`config.mk`:
```
export PLATFORM = sky130hd
export DESIGN_NAME = amc_acq_ctrl
export DESIGN_NICKNAME = d
export VERILOG_FILES = /design/src/logic/amc_pkg.sv /design/src/logic/amc_acq_ctrl.sv
export SDC_FILE = /design/constraint.sdc
export NUM_CORES = 2
export LEC_CHECK = 0
export CAP_MARGIN = 20
export CORE_MARGIN = 4
export CORE_UTILIZATION = 45
export CTS_CLUSTER_SIZE = 25
export DETAILED_ROUTE_END_ITERATION = 10
export DONT_BUFFER_PORTS = 1
export SLEW_MARGIN = 20
export SYNTH_ARGS = -nofsm -noshare
export SYNTH_HDL_FRONTEND = slang
export SYNTH_SLANG_ARGS = --single-unit
```
`constraint.sdc`:
```
create_clock -name i_clock -period 13.7 [get_ports i_clock]
set_input_delay 0.685 -clock i_clock [delete_from_list [all_inputs] [get_ports i_clock]]
set_output_delay 0.685 -clock i_clock [all_outputs]
set_load 0.02 [all_outputs]
```
`src/logic/amc_pkg.sv`:
```
package amc_pkg;
  // Geometry
  localparam int NCH        = 16;
  localparam int DW         = 16;
  localparam int FIFO_DEPTH = 16;
  localparam int CNT_W      = 24;

  // Timing
  localparam int CLK_NS       = 8;
  localparam int TICK_NS      = 200;
  localparam int PRESC        = TICK_NS / CLK_NS;
  localparam int MAX_SPS      = 100000;
  localparam int MAX_SPS_PAIR = 200000;
  localparam int LAT_MAX_NS   = 20000;
  localparam int LAT_MAX_CYC  = LAT_MAX_NS / CLK_NS;
  localparam int CONV_NS      = 10000;
  localparam int CONV_CYC     = CONV_NS / CLK_NS;
  localparam int SETTLE_NS    = 1000000;
  localparam int SETTLE_CYC   = SETTLE_NS / CLK_NS;
  localparam logic [13:0] RATE_DIV_MIN      = 14'(1000000000 / (MAX_SPS * TICK_NS) - 1);
  localparam logic [13:0] RATE_DIV_MIN_PAIR = 14'(1000000000 / (MAX_SPS_PAIR * TICK_NS) - 1);

  // Operating modes
  localparam logic [2:0] MODE_IDLE  = 3'h0;
  localparam logic [2:0] MODE_BURST = 3'h1;
  localparam logic [2:0] MODE_CONT  = 3'h2;
  localparam logic [2:0] MODE_CAL   = 3'h3;
  localparam logic [2:0] MODE_TEST  = 3'h4;

  // Sample clock sources
  localparam logic [1:0] SRC_INT  = 2'h0;
  localparam logic [1:0] SRC_SOFT = 2'h1;
  localparam logic [1:0] SRC_EXT  = 2'h2;

  // Input selector codes
  localparam logic [2:0] BIT_FIELD = 3'h0;
  localparam logic [2:0] BIT_POS10 = 3'h1;
  localparam logic [2:0] BIT_NEG10 = 3'h2;
  localparam logic [2:0] BIT_POS5  = 3'h3;
  localparam logic [2:0] BIT_NEG5  = 3'h4;
  localparam logic [2:0] BIT_ZERO  = 3'h5;

  // Buffer size, channel groups, correction arithmetic
  localparam logic [4:0]  BSIZE_MAX    = 5'h16;
  localparam logic [15:0] CH_ALL       = 16'hFFFF;
  localparam logic [15:0] CH_LO        = 16'h00FF;
  localparam logic [15:0] CH_HI        = 16'hFF00;
  localparam int          GAIN_FRAC    = 14;
  localparam logic [15:0] GAIN_ONE     = 16'h4000;
  localparam logic [32:0] CAL_DIVIDEND = 33'h0_1FEF_8000;
  localparam logic [15:0] SAT_MAX      = 16'h7FFF;
  localparam logic [15:0] SAT_MIN      = 16'h8000;

  typedef enum logic [2:0] {
    ST_IDLE, ST_RUN, ST_CAL_SETTLE, ST_CAL_PULSE, ST_CAL_CONV, ST_CAL_DIV, ST_CAL_OFS
  } amc_state_t;
endpackage

```
`src/logic/amc_acq_ctrl.sv`:
```
`timescale 1ns/1ps

module amc_fifo #(
  parameter int W = 16,
  parameter int D = 16
) (
  // Clock and reset
  input  wire logic         i_clock,
  input  wire logic         i_nrst,
  // Fill side
  input  wire logic         i_in_valid,
  input  wire logic [W-1:0] i_in_data,
  output logic              o_in_ready,
  // Drain side
  output logic              o_out_valid,
  output logic [W-1:0]      o_out_data,
  input  wire logic         i_out_ready
);
  localparam int AW = $clog2(D);

  typedef struct packed {
    logic [D-1:0][W-1:0] mem;
    logic [AW-1:0]       wr;
    logic [AW-1:0]       rd;
    logic [AW:0]         cnt;
  } amc_fifo_st_t;

  amc_fifo_st_t s;
  amc_fifo_st_t next_s;
  logic         push;
  logic         pop;

  assign o_in_ready  = (s.cnt != (AW+1)'(D));
  assign o_out_valid = (s.cnt != '0);
  assign o_out_data  = s.mem[s.rd];

  always_comb begin
    next_s = s;
    push   = i_in_valid && o_in_ready;
    pop    = o_out_valid && i_out_ready;
    if (push) begin
      next_s.mem[s.wr] = i_in_data;
      next_s.wr        = s.wr + 1'b1;
    end
    if (pop) begin
      next_s.rd = s.rd + 1'b1;
    end
    next_s.cnt = s.cnt + (AW+1)'(push) - (AW+1)'(pop);
  end

  always_ff @(posedge i_clock or negedge i_nrst) begin
    if (!i_nrst) begin
      s <= '0;
    end else begin
      s <= next_s;
    end
  end
endmodule

module amc_acq_ctrl #(
  parameter int SETTLE_CYC = amc_pkg::SETTLE_CYC
) (
  // Clock and reset
  input  wire logic                                        i_clock,
  input  wire logic                                        i_nrst,
  // Configuration, taken on i_cfg_wr
  input  wire logic                                        i_cfg_wr,
  input  wire logic [2:0]                                  i_mode,
  input  wire logic [1:0]                                  i_clk_src,
  input  wire logic                                        i_ext_rise,
  input  wire logic                                        i_pair,
  input  wire logic [4:0]                                  i_buf_size,
  input  wire logic [amc_pkg::NCH-1:0]                     i_chan_en,
  input  wire logic [13:0]                                 i_rate_div,
  input  wire logic [2:0]                                  i_bit_sel,
  input  wire logic                                        i_range_10v,
  // Indicator and sample triggers
  input  wire logic                                        i_led_wr,
  input  wire logic                                        i_led_on,
  input  wire logic                                        i_soft_sample,
  input  wire logic                                        i_ext_clk,
  // Converters
  input  wire logic [amc_pkg::NCH-1:0][amc_pkg::DW-1:0]    i_adc_data,
  output logic      [amc_pkg::NCH-1:0]                     o_sample,
  output logic      [2:0]                                  o_bit_sel,
  output logic                                             o_range_10v,
  // Status
  output logic                                             o_led,
  output logic      [2:0]                                  o_mode,
  output logic                                             o_cfg_err,
  output logic                                             o_buf_full,
  output logic                                             o_cal_done,
  // Host read port
  input  wire logic [63:0]                                 i_am_en,
  input  wire logic                                        i_rd_req,
  input  wire logic [5:0]                                  i_rd_am,
  output logic                                             o_rd_ack,
  output logic                                             o_rd_err,
  output logic      [amc_pkg::DW-1:0]                      o_rd_data
);
  import amc_pkg::*;

  typedef struct packed {
    amc_state_t             st;
    logic [2:0]             mode;
    logic [1:0]             src;
    logic                   erise;
    logic                   pair;
    logic [4:0]             bsize;
    logic [NCH-1:0]         en;
    logic [13:0]            rdiv;
    logic [2:0]             bsel;
    logic                   rng;
    logic                   led;
    logic                   cfg_err;
    logic [2:0]             ext_sync;
    logic                   ext_lvl;
    logic [4:0]             pre;
    logic [13:0]            rcnt;
    logic                   half;
    logic [NCH-1:0]         pend;
    logic [NCH-1:0]         wmask;
    logic [3:0]             ch;
    logic [NCH-1:0][DW-1:0] raw;
    logic [NCH-1:0][DW-1:0] zero;
    logic [NCH-1:0][DW-1:0] gain;
    logic [NCH-1:0][DW-1:0] ofs;
    logic [22:0]            cnt;
    logic                   full;
    logic [CNT_W-1:0]       wcnt;
    logic                   phase;
    logic                   npulse;
    logic [32:0]            rem;
    logic [15:0]            q;
    logic [3:0]             bit_i;
    logic [NCH-1:0]         sample;
    logic [2:0]             obit;
    logic                   cal_done;
    logic                   rd_ack;
    logic                   rd_err;
    logic [DW-1:0]          rd_data;
  } amc_acq_t;

  amc_acq_t          s;
  amc_acq_t          next_s;
  logic              fifo_in_valid;
  logic              fifo_in_ready;
  logic              fifo_out_valid;
  logic [DW-1:0]     fifo_out_data;
  logic              rd_pop;
  logic [DW-1:0]     corr;
  logic              pcnt;
  logic              tick;
  logic              ext_edge;
  logic [NCH-1:0]    grp;
  logic [NCH-1:0]    m;
  logic [3:0]        low;
  logic signed [32:0] prod;
  logic signed [19:0] sum;
  logic signed [16:0] span;
  logic [32:0]       trial;
  logic [15:0]       qn;
  logic [22:0]       depth;
  logic [4:0]        bs_eff;

  amc_fifo #(.W(DW), .D(FIFO_DEPTH)) u_buf (
    .i_clock     (i_clock),
    .i_nrst      (i_nrst),
    .i_in_valid  (fifo_in_valid),
    .i_in_data   (corr),
    .o_in_ready  (fifo_in_ready),
    .o_out_valid (fifo_out_valid),
    .o_out_data  (fifo_out_data),
    .i_out_ready (rd_pop)
  );

  assign rd_pop        = i_rd_req && i_am_en[i_rd_am] && fifo_out_valid;
  assign fifo_in_valid = (s.st == ST_RUN) && (s.wmask != '0) && !s.full;

  // Correction datapath, also used to derive offsets during calibration
  always_comb begin
    low = '0;
    for (int i = NCH - 1; i >= 0; i--) begin
      if (s.wmask[i]) begin
        low = 4'(i);
      end
    end
    prod = $signed(s.st == ST_CAL_OFS ? s.zero[s.ch] : s.raw[low])
         * $signed({1'b0, s.gain[s.st == ST_CAL_OFS ? s.ch : low]});
    sum  = 20'($signed(prod[32:GAIN_FRAC])) + 20'($signed(s.st == ST_CAL_OFS ? 16'h0000 : s.ofs[low]));
    corr = sum[15:0];
    if (sum[19:15] != {5{sum[19]}}) begin
      corr = sum[19] ? SAT_MIN : SAT_MAX;
    end
  end

  always_comb begin
    next_s        = s;
    next_s.sample = '0;
    next_s.rd_ack = 1'b0;
    next_s.rd_err = 1'b0;
    tick          = 1'b0;
    grp           = CH_ALL;
    m             = '0;
    pcnt          = '0;
    span          = 17'($signed(s.raw[s.ch])) - 17'($signed(s.zero[s.ch]));
    trial         = 33'(span) << s.bit_i;
    qn            = s.q;
    bs_eff        = (s.bsize > BSIZE_MAX) ? BSIZE_MAX : s.bsize;
    depth         = 23'h1 << bs_eff;

    // Pin sampler: a level counts once the last two stages agree
    next_s.ext_sync = {s.ext_sync[1:0], i_ext_clk};
    if (s.ext_sync[1] == s.ext_sync[2]) begin
      next_s.ext_lvl = s.ext_sync[2];
    end
    ext_edge = (next_s.ext_lvl != s.ext_lvl) && (next_s.ext_lvl == s.erise);

    if (i_led_wr) begin
      next_s.led = i_led_on;
    end

    // Host read: answer one cycle after the request
    if (i_rd_req) begin
      next_s.rd_ack  = rd_pop;
      next_s.rd_err  = !rd_pop;
      next_s.rd_data = rd_pop ? fifo_out_data : '0;
    end

    // Internal timer: prescaled tick, then rate divider
    if (s.st == ST_RUN) begin
      next_s.pre = s.pre + 1'b1;
      if (s.pre == 5'(PRESC - 1)) begin
        next_s.pre  = '0;
        next_s.rcnt = s.rcnt + 1'b1;
        if (s.rcnt >= s.rdiv) begin
          next_s.rcnt = '0;
          pcnt        = 1'b1;
        end
      end
    end
    case (s.src)
      SRC_INT:  tick = pcnt;
      SRC_SOFT: tick = i_soft_sample;
      SRC_EXT:  tick = ext_edge;
      default:  tick = 1'b0;
    endcase

    case (s.st)
      ST_IDLE: begin
        next_s.obit = s.bsel;
      end
      ST_RUN: begin
        next_s.obit = (s.mode == MODE_TEST) ? s.bsel : BIT_FIELD;
        if (s.pair) begin
          grp = s.half ? CH_HI : CH_LO;
        end
        if (tick && s.wmask == '0) begin
          m             = grp & s.en;
          next_s.sample = m;
          next_s.half   = s.pair ? !s.half : 1'b0;
          for (int i = 0; i < NCH; i++) begin
            if (m[i] && s.pend[i]) begin
              next_s.raw[i] = i_adc_data[i];
            end
          end
          next_s.wmask = m & s.pend;
          next_s.pend  = (s.pend & ~grp) | m;
        end else if (s.wmask != '0) begin
          if (s.full) begin
            next_s.wmask = '0;
          end else if (fifo_in_ready) begin
            next_s.wmask[low] = 1'b0;
            if (s.mode == MODE_BURST) begin
              next_s.cnt  = s.cnt + 1'b1;
              next_s.full = (s.cnt + 1'b1 == depth);
            end
          end
        end
      end
      ST_CAL_SETTLE: begin
        next_s.wcnt = s.wcnt - 1'b1;
        if (s.wcnt == '0) begin
          next_s.st = ST_CAL_PULSE;
        end
      end
      ST_CAL_PULSE: begin
        next_s.sample = CH_ALL;
        if (!s.npulse) begin
          next_s.npulse = 1'b1;
          next_s.wcnt   = CNT_W'(CONV_CYC - 1);
          next_s.st     = ST_CAL_CONV;
        end else if (!s.phase) begin
          next_s.raw    = i_adc_data;
          next_s.phase  = 1'b1;
          next_s.npulse = 1'b0;
          next_s.obit   = BIT_ZERO;
          next_s.wcnt   = CNT_W'(SETTLE_CYC - 1);
          next_s.st     = ST_CAL_SETTLE;
        end else begin
          next_s.zero  = i_adc_data;
          next_s.ch    = '0;
          next_s.rem   = CAL_DIVIDEND;
          next_s.q     = '0;
          next_s.bit_i = 4'hF;
          next_s.st    = ST_CAL_DIV;
        end
      end
      ST_CAL_CONV: begin
        next_s.wcnt = s.wcnt - 1'b1;
        if (s.wcnt == '0) begin
          next_s.st = ST_CAL_PULSE;
        end
      end
      ST_CAL_DIV: begin
        if (trial <= s.rem) begin
          next_s.rem  = s.rem - trial;
          qn          = s.q | (16'h0001 << s.bit_i);
        end
        next_s.q     = qn;
        next_s.bit_i = s.bit_i - 1'b1;
        if (s.bit_i == '0) begin
          next_s.gain[s.ch] = (span > 17'sh0_0000) ? qn : GAIN_ONE;
          next_s.st         = ST_CAL_OFS;
        end
      end
      ST_CAL_OFS: begin
        next_s.ofs[s.ch] = 16'h0000 - corr;
        next_s.ch        = s.ch + 1'b1;
        next_s.rem       = CAL_DIVIDEND;
        next_s.q         = '0;
        next_s.bit_i     = 4'hF;
        next_s.st        = ST_CAL_DIV;
        if (s.ch == 4'(NCH - 1)) begin
          next_s.cal_done = 1'b1;
          next_s.mode     = MODE_IDLE;
          next_s.obit     = s.bsel;
          next_s.st       = ST_IDLE;
        end
      end
      default: begin
        next_s.st = ST_IDLE;
      end
    endcase

    // Configuration write; a bad channel pattern is refused whole
    if (i_cfg_wr) begin
      next_s.cfg_err = !(i_chan_en inside {16'h0001, 16'h0002, 16'h0004, 16'h0008, 16'h0010, 16'h0020,
                         16'h0040, 16'h0080, 16'h0100, 16'h0200, 16'h0400, 16'h0800, 16'h1000,
                         16'h2000, 16'h4000, 16'h8000} || $countones(i_chan_en) inside {2, 4, 8, 16});
      if (!next_s.cfg_err) begin
        next_s.mode     = i_mode;
        next_s.src      = i_clk_src;
        next_s.erise    = i_ext_rise;
        next_s.pair     = i_pair;
        next_s.bsize    = i_buf_size;
        next_s.en       = i_chan_en;
        next_s.bsel     = i_bit_sel;
        next_s.rng      = i_range_10v;
        next_s.rdiv     = i_rate_div;
        if (i_rate_div < (i_pair ? RATE_DIV_MIN_PAIR : RATE_DIV_MIN)) begin
          next_s.rdiv = i_pair ? RATE_DIV_MIN_PAIR : RATE_DIV_MIN;
        end
        // A calibration ending in this very cycle keeps its done flag
        next_s.cal_done = next_s.cal_done && !s.cal_done;
        next_s.pre      = '0;
        next_s.rcnt     = '0;
        next_s.half     = 1'b0;
        next_s.pend     = '0;
        next_s.wmask    = '0;
        next_s.cnt      = '0;
        next_s.full     = 1'b0;
        next_s.obit     = i_bit_sel;
        case (i_mode)
          MODE_BURST, MODE_CONT, MODE_TEST: begin
            next_s.st = ST_RUN;
          end
          MODE_CAL: begin
            next_s.st     = ST_CAL_SETTLE;
            next_s.phase  = 1'b0;
            next_s.npulse = 1'b0;
            next_s.obit   = i_range_10v ? BIT_POS10 : BIT_POS5;
            next_s.wcnt   = CNT_W'(SETTLE_CYC - 1);
          end
          default: begin
            next_s.mode = MODE_IDLE;
            next_s.st   = ST_IDLE;
          end
        endcase
      end
    end
  end

  always_ff @(posedge i_clock or negedge i_nrst) begin
    if (!i_nrst) begin
      s       <= '0;
      s.st    <= ST_IDLE;
      s.mode  <= MODE_IDLE;
      s.src   <= SRC_INT;
      s.bsize <= BSIZE_MAX;
      s.en    <= CH_ALL;
      s.rdiv  <= RATE_DIV_MIN;
      s.rng   <= 1'b1;
      s.erise <= 1'b1;
      s.led   <= 1'b1;
      s.gain  <= {NCH{GAIN_ONE}};
    end else begin
      s <= next_s;
    end
  end

  assign o_sample    = s.sample;
  assign o_bit_sel   = s.obit;
  assign o_range_10v = s.rng;
  assign o_led       = s.led;
  assign o_mode      = s.mode;
  assign o_cfg_err   = s.cfg_err;
  assign o_buf_full  = s.full;
  assign o_cal_done  = s.cal_done;
  assign o_rd_ack    = s.rd_ack;
  assign o_rd_err    = s.rd_err;
  assign o_rd_data   = s.rd_data;
endmodule

```
==> impl_table.tex <==
\begin{tabular}{lr}
\hline
Metric & Value \\
\hline
\multicolumn{2}{l}{\textbf{Logic synthesis}} \\
Share of the synthesized area in the top cell type & 42.84\% \\
Unique cell type count in the Yosys netlist & 86 \\
EDFF count, synth & 0 \\
Yosys top cell by area & sky130\_fd\_sc\_hd\_\_dfrtp\_1 \\
Leading cell types by total area after synthesis & sky130\_fd\_sc\_hd\_\_dfrtp\_1 43\%, sky130\_fd\_sc\_hd\_\_nand2\_1 12\%, sky130\_fd\_sc\_hd\_\_mux4\_2 5.5\% \\
Number of standard cells after synthesis & 9488 \\
Sequential cell area fraction in the yosys report & 44.07\% \\
Fraction of registers with async set or reset after synthesis & 100.0\% \\
Syn avg cell area & 9.259 um2 \\
Count of synthesis-stage warnings from yosys & 0 \\
Post-synth net total & 10312 \\
Number of register bits inferred by synthesis & 1545 \\
Post-Syn Area & 87850 um2 \\
Dominant register cell in the synthesized netlist & sky130\_fd\_sc\_hd\_\_dfrtp\_1 \\
\multicolumn{2}{l}{\textbf{Setup path}} \\
Type of destination of the critical path & register \\
Required time at the endpoint of the critical path & 14.40 ns \\
Delay contributed by the slowest stage of the critical path & 0.57 ns \\
Most frequent cell on the critical path & sky130\_fd\_sc\_hd\_\_fa\_1 \\
Critical path arrival & 13.71 ns \\
Library cell contributing the largest single delay on the critical path & sky130\_fd\_sc\_hd\_\_fa\_1 \\
Worst Setup Path Type & register to register \\
CP max FO & 18 \\
Crit start category & register \\
\multicolumn{2}{l}{\textbf{Die}} \\
Number of rows created at floorplan & 161 \\
Core area & 193400 um2 \\
Total die area & 202400 um2 \\
Die Y-Extent & 449.8 um \\
Initial core utilization & 45.43\% \\
Die width & 449.8 um \\
Number of I/O pins & 425 \\
\multicolumn{2}{l}{\textbf{STA}} \\
Period utilization & 94.93\% \\
Worst clock skew & 0.08751 ns \\
Max Fclk & 76.89 MHz \\
Final Hold Slack & 0.07589 ns \\
Final Hold Vio Count & 0 \\
Fin crit period & 13.01 ns \\
Count of endpoints failing setup in the final report & 0 \\
Count of final max-slew check failures & 0 \\
Slew @ Worst Pin & 1.163 ns \\
Worst slew margin relative to its limit & 22.44\% \\
Fin Setup TNS & 0 ns \\
\multicolumn{2}{l}{\textbf{Clock network}} \\
Register clock-pin slew on the reported worst setup and hold paths & 0.06 ns \\
Bufs on Longest Clock Path & 3 \\
TritonCTS clock tree & built \\
CTS Root Buffer Type & sky130\_fd\_sc\_hd\_\_clkbuf\_16 \\
Number of CTS-inserted buffers & 173 \\
Number of clock sinks & 1545 \\
Count of H-tree levels built during CTS & 4 \\
Clock latency on the worst-skew pair & 0.86 ns \\
\multicolumn{2}{l}{\textbf{GRT}} \\
Congestion Overflow GR & 0 \\
Number of antenna violations at the first check in global routing & 53 \\
Vias in the first global route & 70725 \\
First-pass GRT wire length & 447.5 mm \\
Maximum number of pins on one net before global-route repair & 227 \\
Overall routing resource usage & 28.46\% \\
\multicolumn{2}{l}{\textbf{Finish}} \\
Final nets & 10388 \\
Area growth from synthesis to layout & 14.30\% \\
Cell Count, Final, Fillers Out & 12264 \\
Fraction of layout cells with a size suffix above 1 & 12.98\% \\
Top library cells by usage in the layout, fill and taps aside & 2687 x sky130\_fd\_sc\_hd\_\_nand2\_1, 1499 x sky130\_fd\_sc\_hd\_\_dfrtp\_1, 778 x sky130\_fd\_sc\_hd\_\_o21ai\_0 \\
Final core occ & 51.92\% \\
Commonest non-fill, non-tap cell in the layout & sky130\_fd\_sc\_hd\_\_nand2\_1 \\
\multicolumn{2}{l}{\textbf{Place}} \\
Sum of net half-perimeters after detailed placement & 200.4 mm \\
Routability congestion estimate from global placement & 0.9421 \\
IO buf count & 0 \\
Cell Count Post-Placement & 11578 \\
\multicolumn{2}{l}{\textbf{Routing}} \\
TritonRoute pass-1 iters & 6 \\
Wire length per cell after detailed routing & 24.08 um \\
Initial drt markers & 7100 \\
Number of remaining DRC errors & 0 \\
Via density per instance & 5.868 \\
Overall routed net length & 295.3 mm \\
Overall via count from detail\_route & 71970 \\
Remaining number of nets flagged by the antenna check after routing & 0 \\
\multicolumn{2}{l}{\textbf{Status}} \\
Result of the run & finished clean \\
\multicolumn{2}{l}{\textbf{Job}} \\
Max-cap violation count & 0 \\
\multicolumn{2}{l}{\textbf{Worst hold path}} \\
Worst min path class & input pin to register \\
\hline
\end{tabular}
## cells in the mapped netlist, drive strengths merged, types with 12 or more instances
cell type	instances
nand2	2699
dfrtp	1504
o21ai	798
clkbuf	538
inv	387
mux2	326
nor2	326
a21oi	315
nand3	260
ha	237
mux4	213
fa	207
o31ai	201
buf	145
and3	134
a31oi	108
xnor2	101
mux2i	86
nor2b	83
a21o	74
nand2b	70
xor2	69
nor3	57
and2	53
a311oi	51
nand4	46
dfstp	41
nor4	41
o22ai	32
a211oi	28
a22oi	26
a221oi	25
o41ai	22
o21a	17
or2	17
or3	14
o211ai	12
## worst paths after layout
kind,start,endpoint,cells after the start,slack [ns]
max,s[1182],s[187],48,0.69
max reg2reg,s[1182],s[187],48,0.69
min,i_mode[1],o_mode[2],3,0.08
min in group asynchronous,i_nrst,s[123],2,0.52
min reg2reg,next_s[1223],next_s[1224],0,0.38
max in group asynchronous,i_nrst,u_buf.s[58],7,9.74
## registers in the layout, summed over array words and instances, names as in the netlist
name	flops
o_rd_ack	1
o_cfg_err	1
o_buf_full	1
o_bit_sel	3
o_mode	3
o_rd_err	1
o_range_10v	1
u_buf.s	269
s	1229
o_sample	16
o_rd_data	16
o_led	1
next_s	2
o_cal_done	1
## stage by stage
| step | worst slack, ns | area [um2] |
|---|---|---|
| after floorplan | 1.173 | 87850 |
| after global placement | 0.1986 | 90770 |
| after detailed placement | -0.003648 | 90860 |
| after CTS | 0.004833 | 99840 |
| after global routing | -0.02791 | 100400 |
| final | 0.6949 | 100400 |
## critical path: cells and delay by family (launching register included)
kind	cells	cell delay [ns]
compound gates	19	4.19
xor+xnor	2	0.37
fa+ha+maj	10	4.49
buf+inv	10	1.48
flops	1	0.44
simple gates	7	1.84
## routing by layer
metal  vias up  track usage, %  share of wire [%]
met5         -               0              0.063
met2      2827           44.86                 46
met4        30           10.20                3.9
li1      32538               -                  -
met3       586           4.980                7.5
met1     35989           39.64                 43
## cell type report
cell class                 instances  area (um2)
antenna                           32       80.08
clock buffer                     263        5211
clock inverter                    54       680.7
fill                           17578       92980
inverter                         390        1468
multi-input combinational       6876       45470
sequential                      1545       38730
tap                             2526        3161
timing repair buffer             578        5605
## timing repair
| item | 4_1_cts | 5_1_grt |
|---|---|---|
| pin swaps | 0 | 6 |
| endpoints found under the setup margin | 1 | 112 |
| cloned | 0 | 7 |
| buffers inserted | 0 | 19 |
| hold buffers | 307 | 1 |
| hold endpoints to repair | 824 | 80 |
| resized for setup | 1 | 22 |
## kinds of logic after synthesis
family | Yosys count | synth area share [%]
multiplexers | 625 | 10.62
XOR/XNOR | 170 | 1.695
buffers and inverters | 1073 | 4.803
adder cells (fa/ha/maj) | 445 | 8.104
flip-flops | 1545 | 44.07
AO/OA/AOI/OAI | 1793 | 12.33
AND/OR/NAND/NOR | 3837 | 18.38
Power is left out: the tool's default activity adds up to more than one toggle a clock period on the data nets, which glitch-free logic cannot reach.
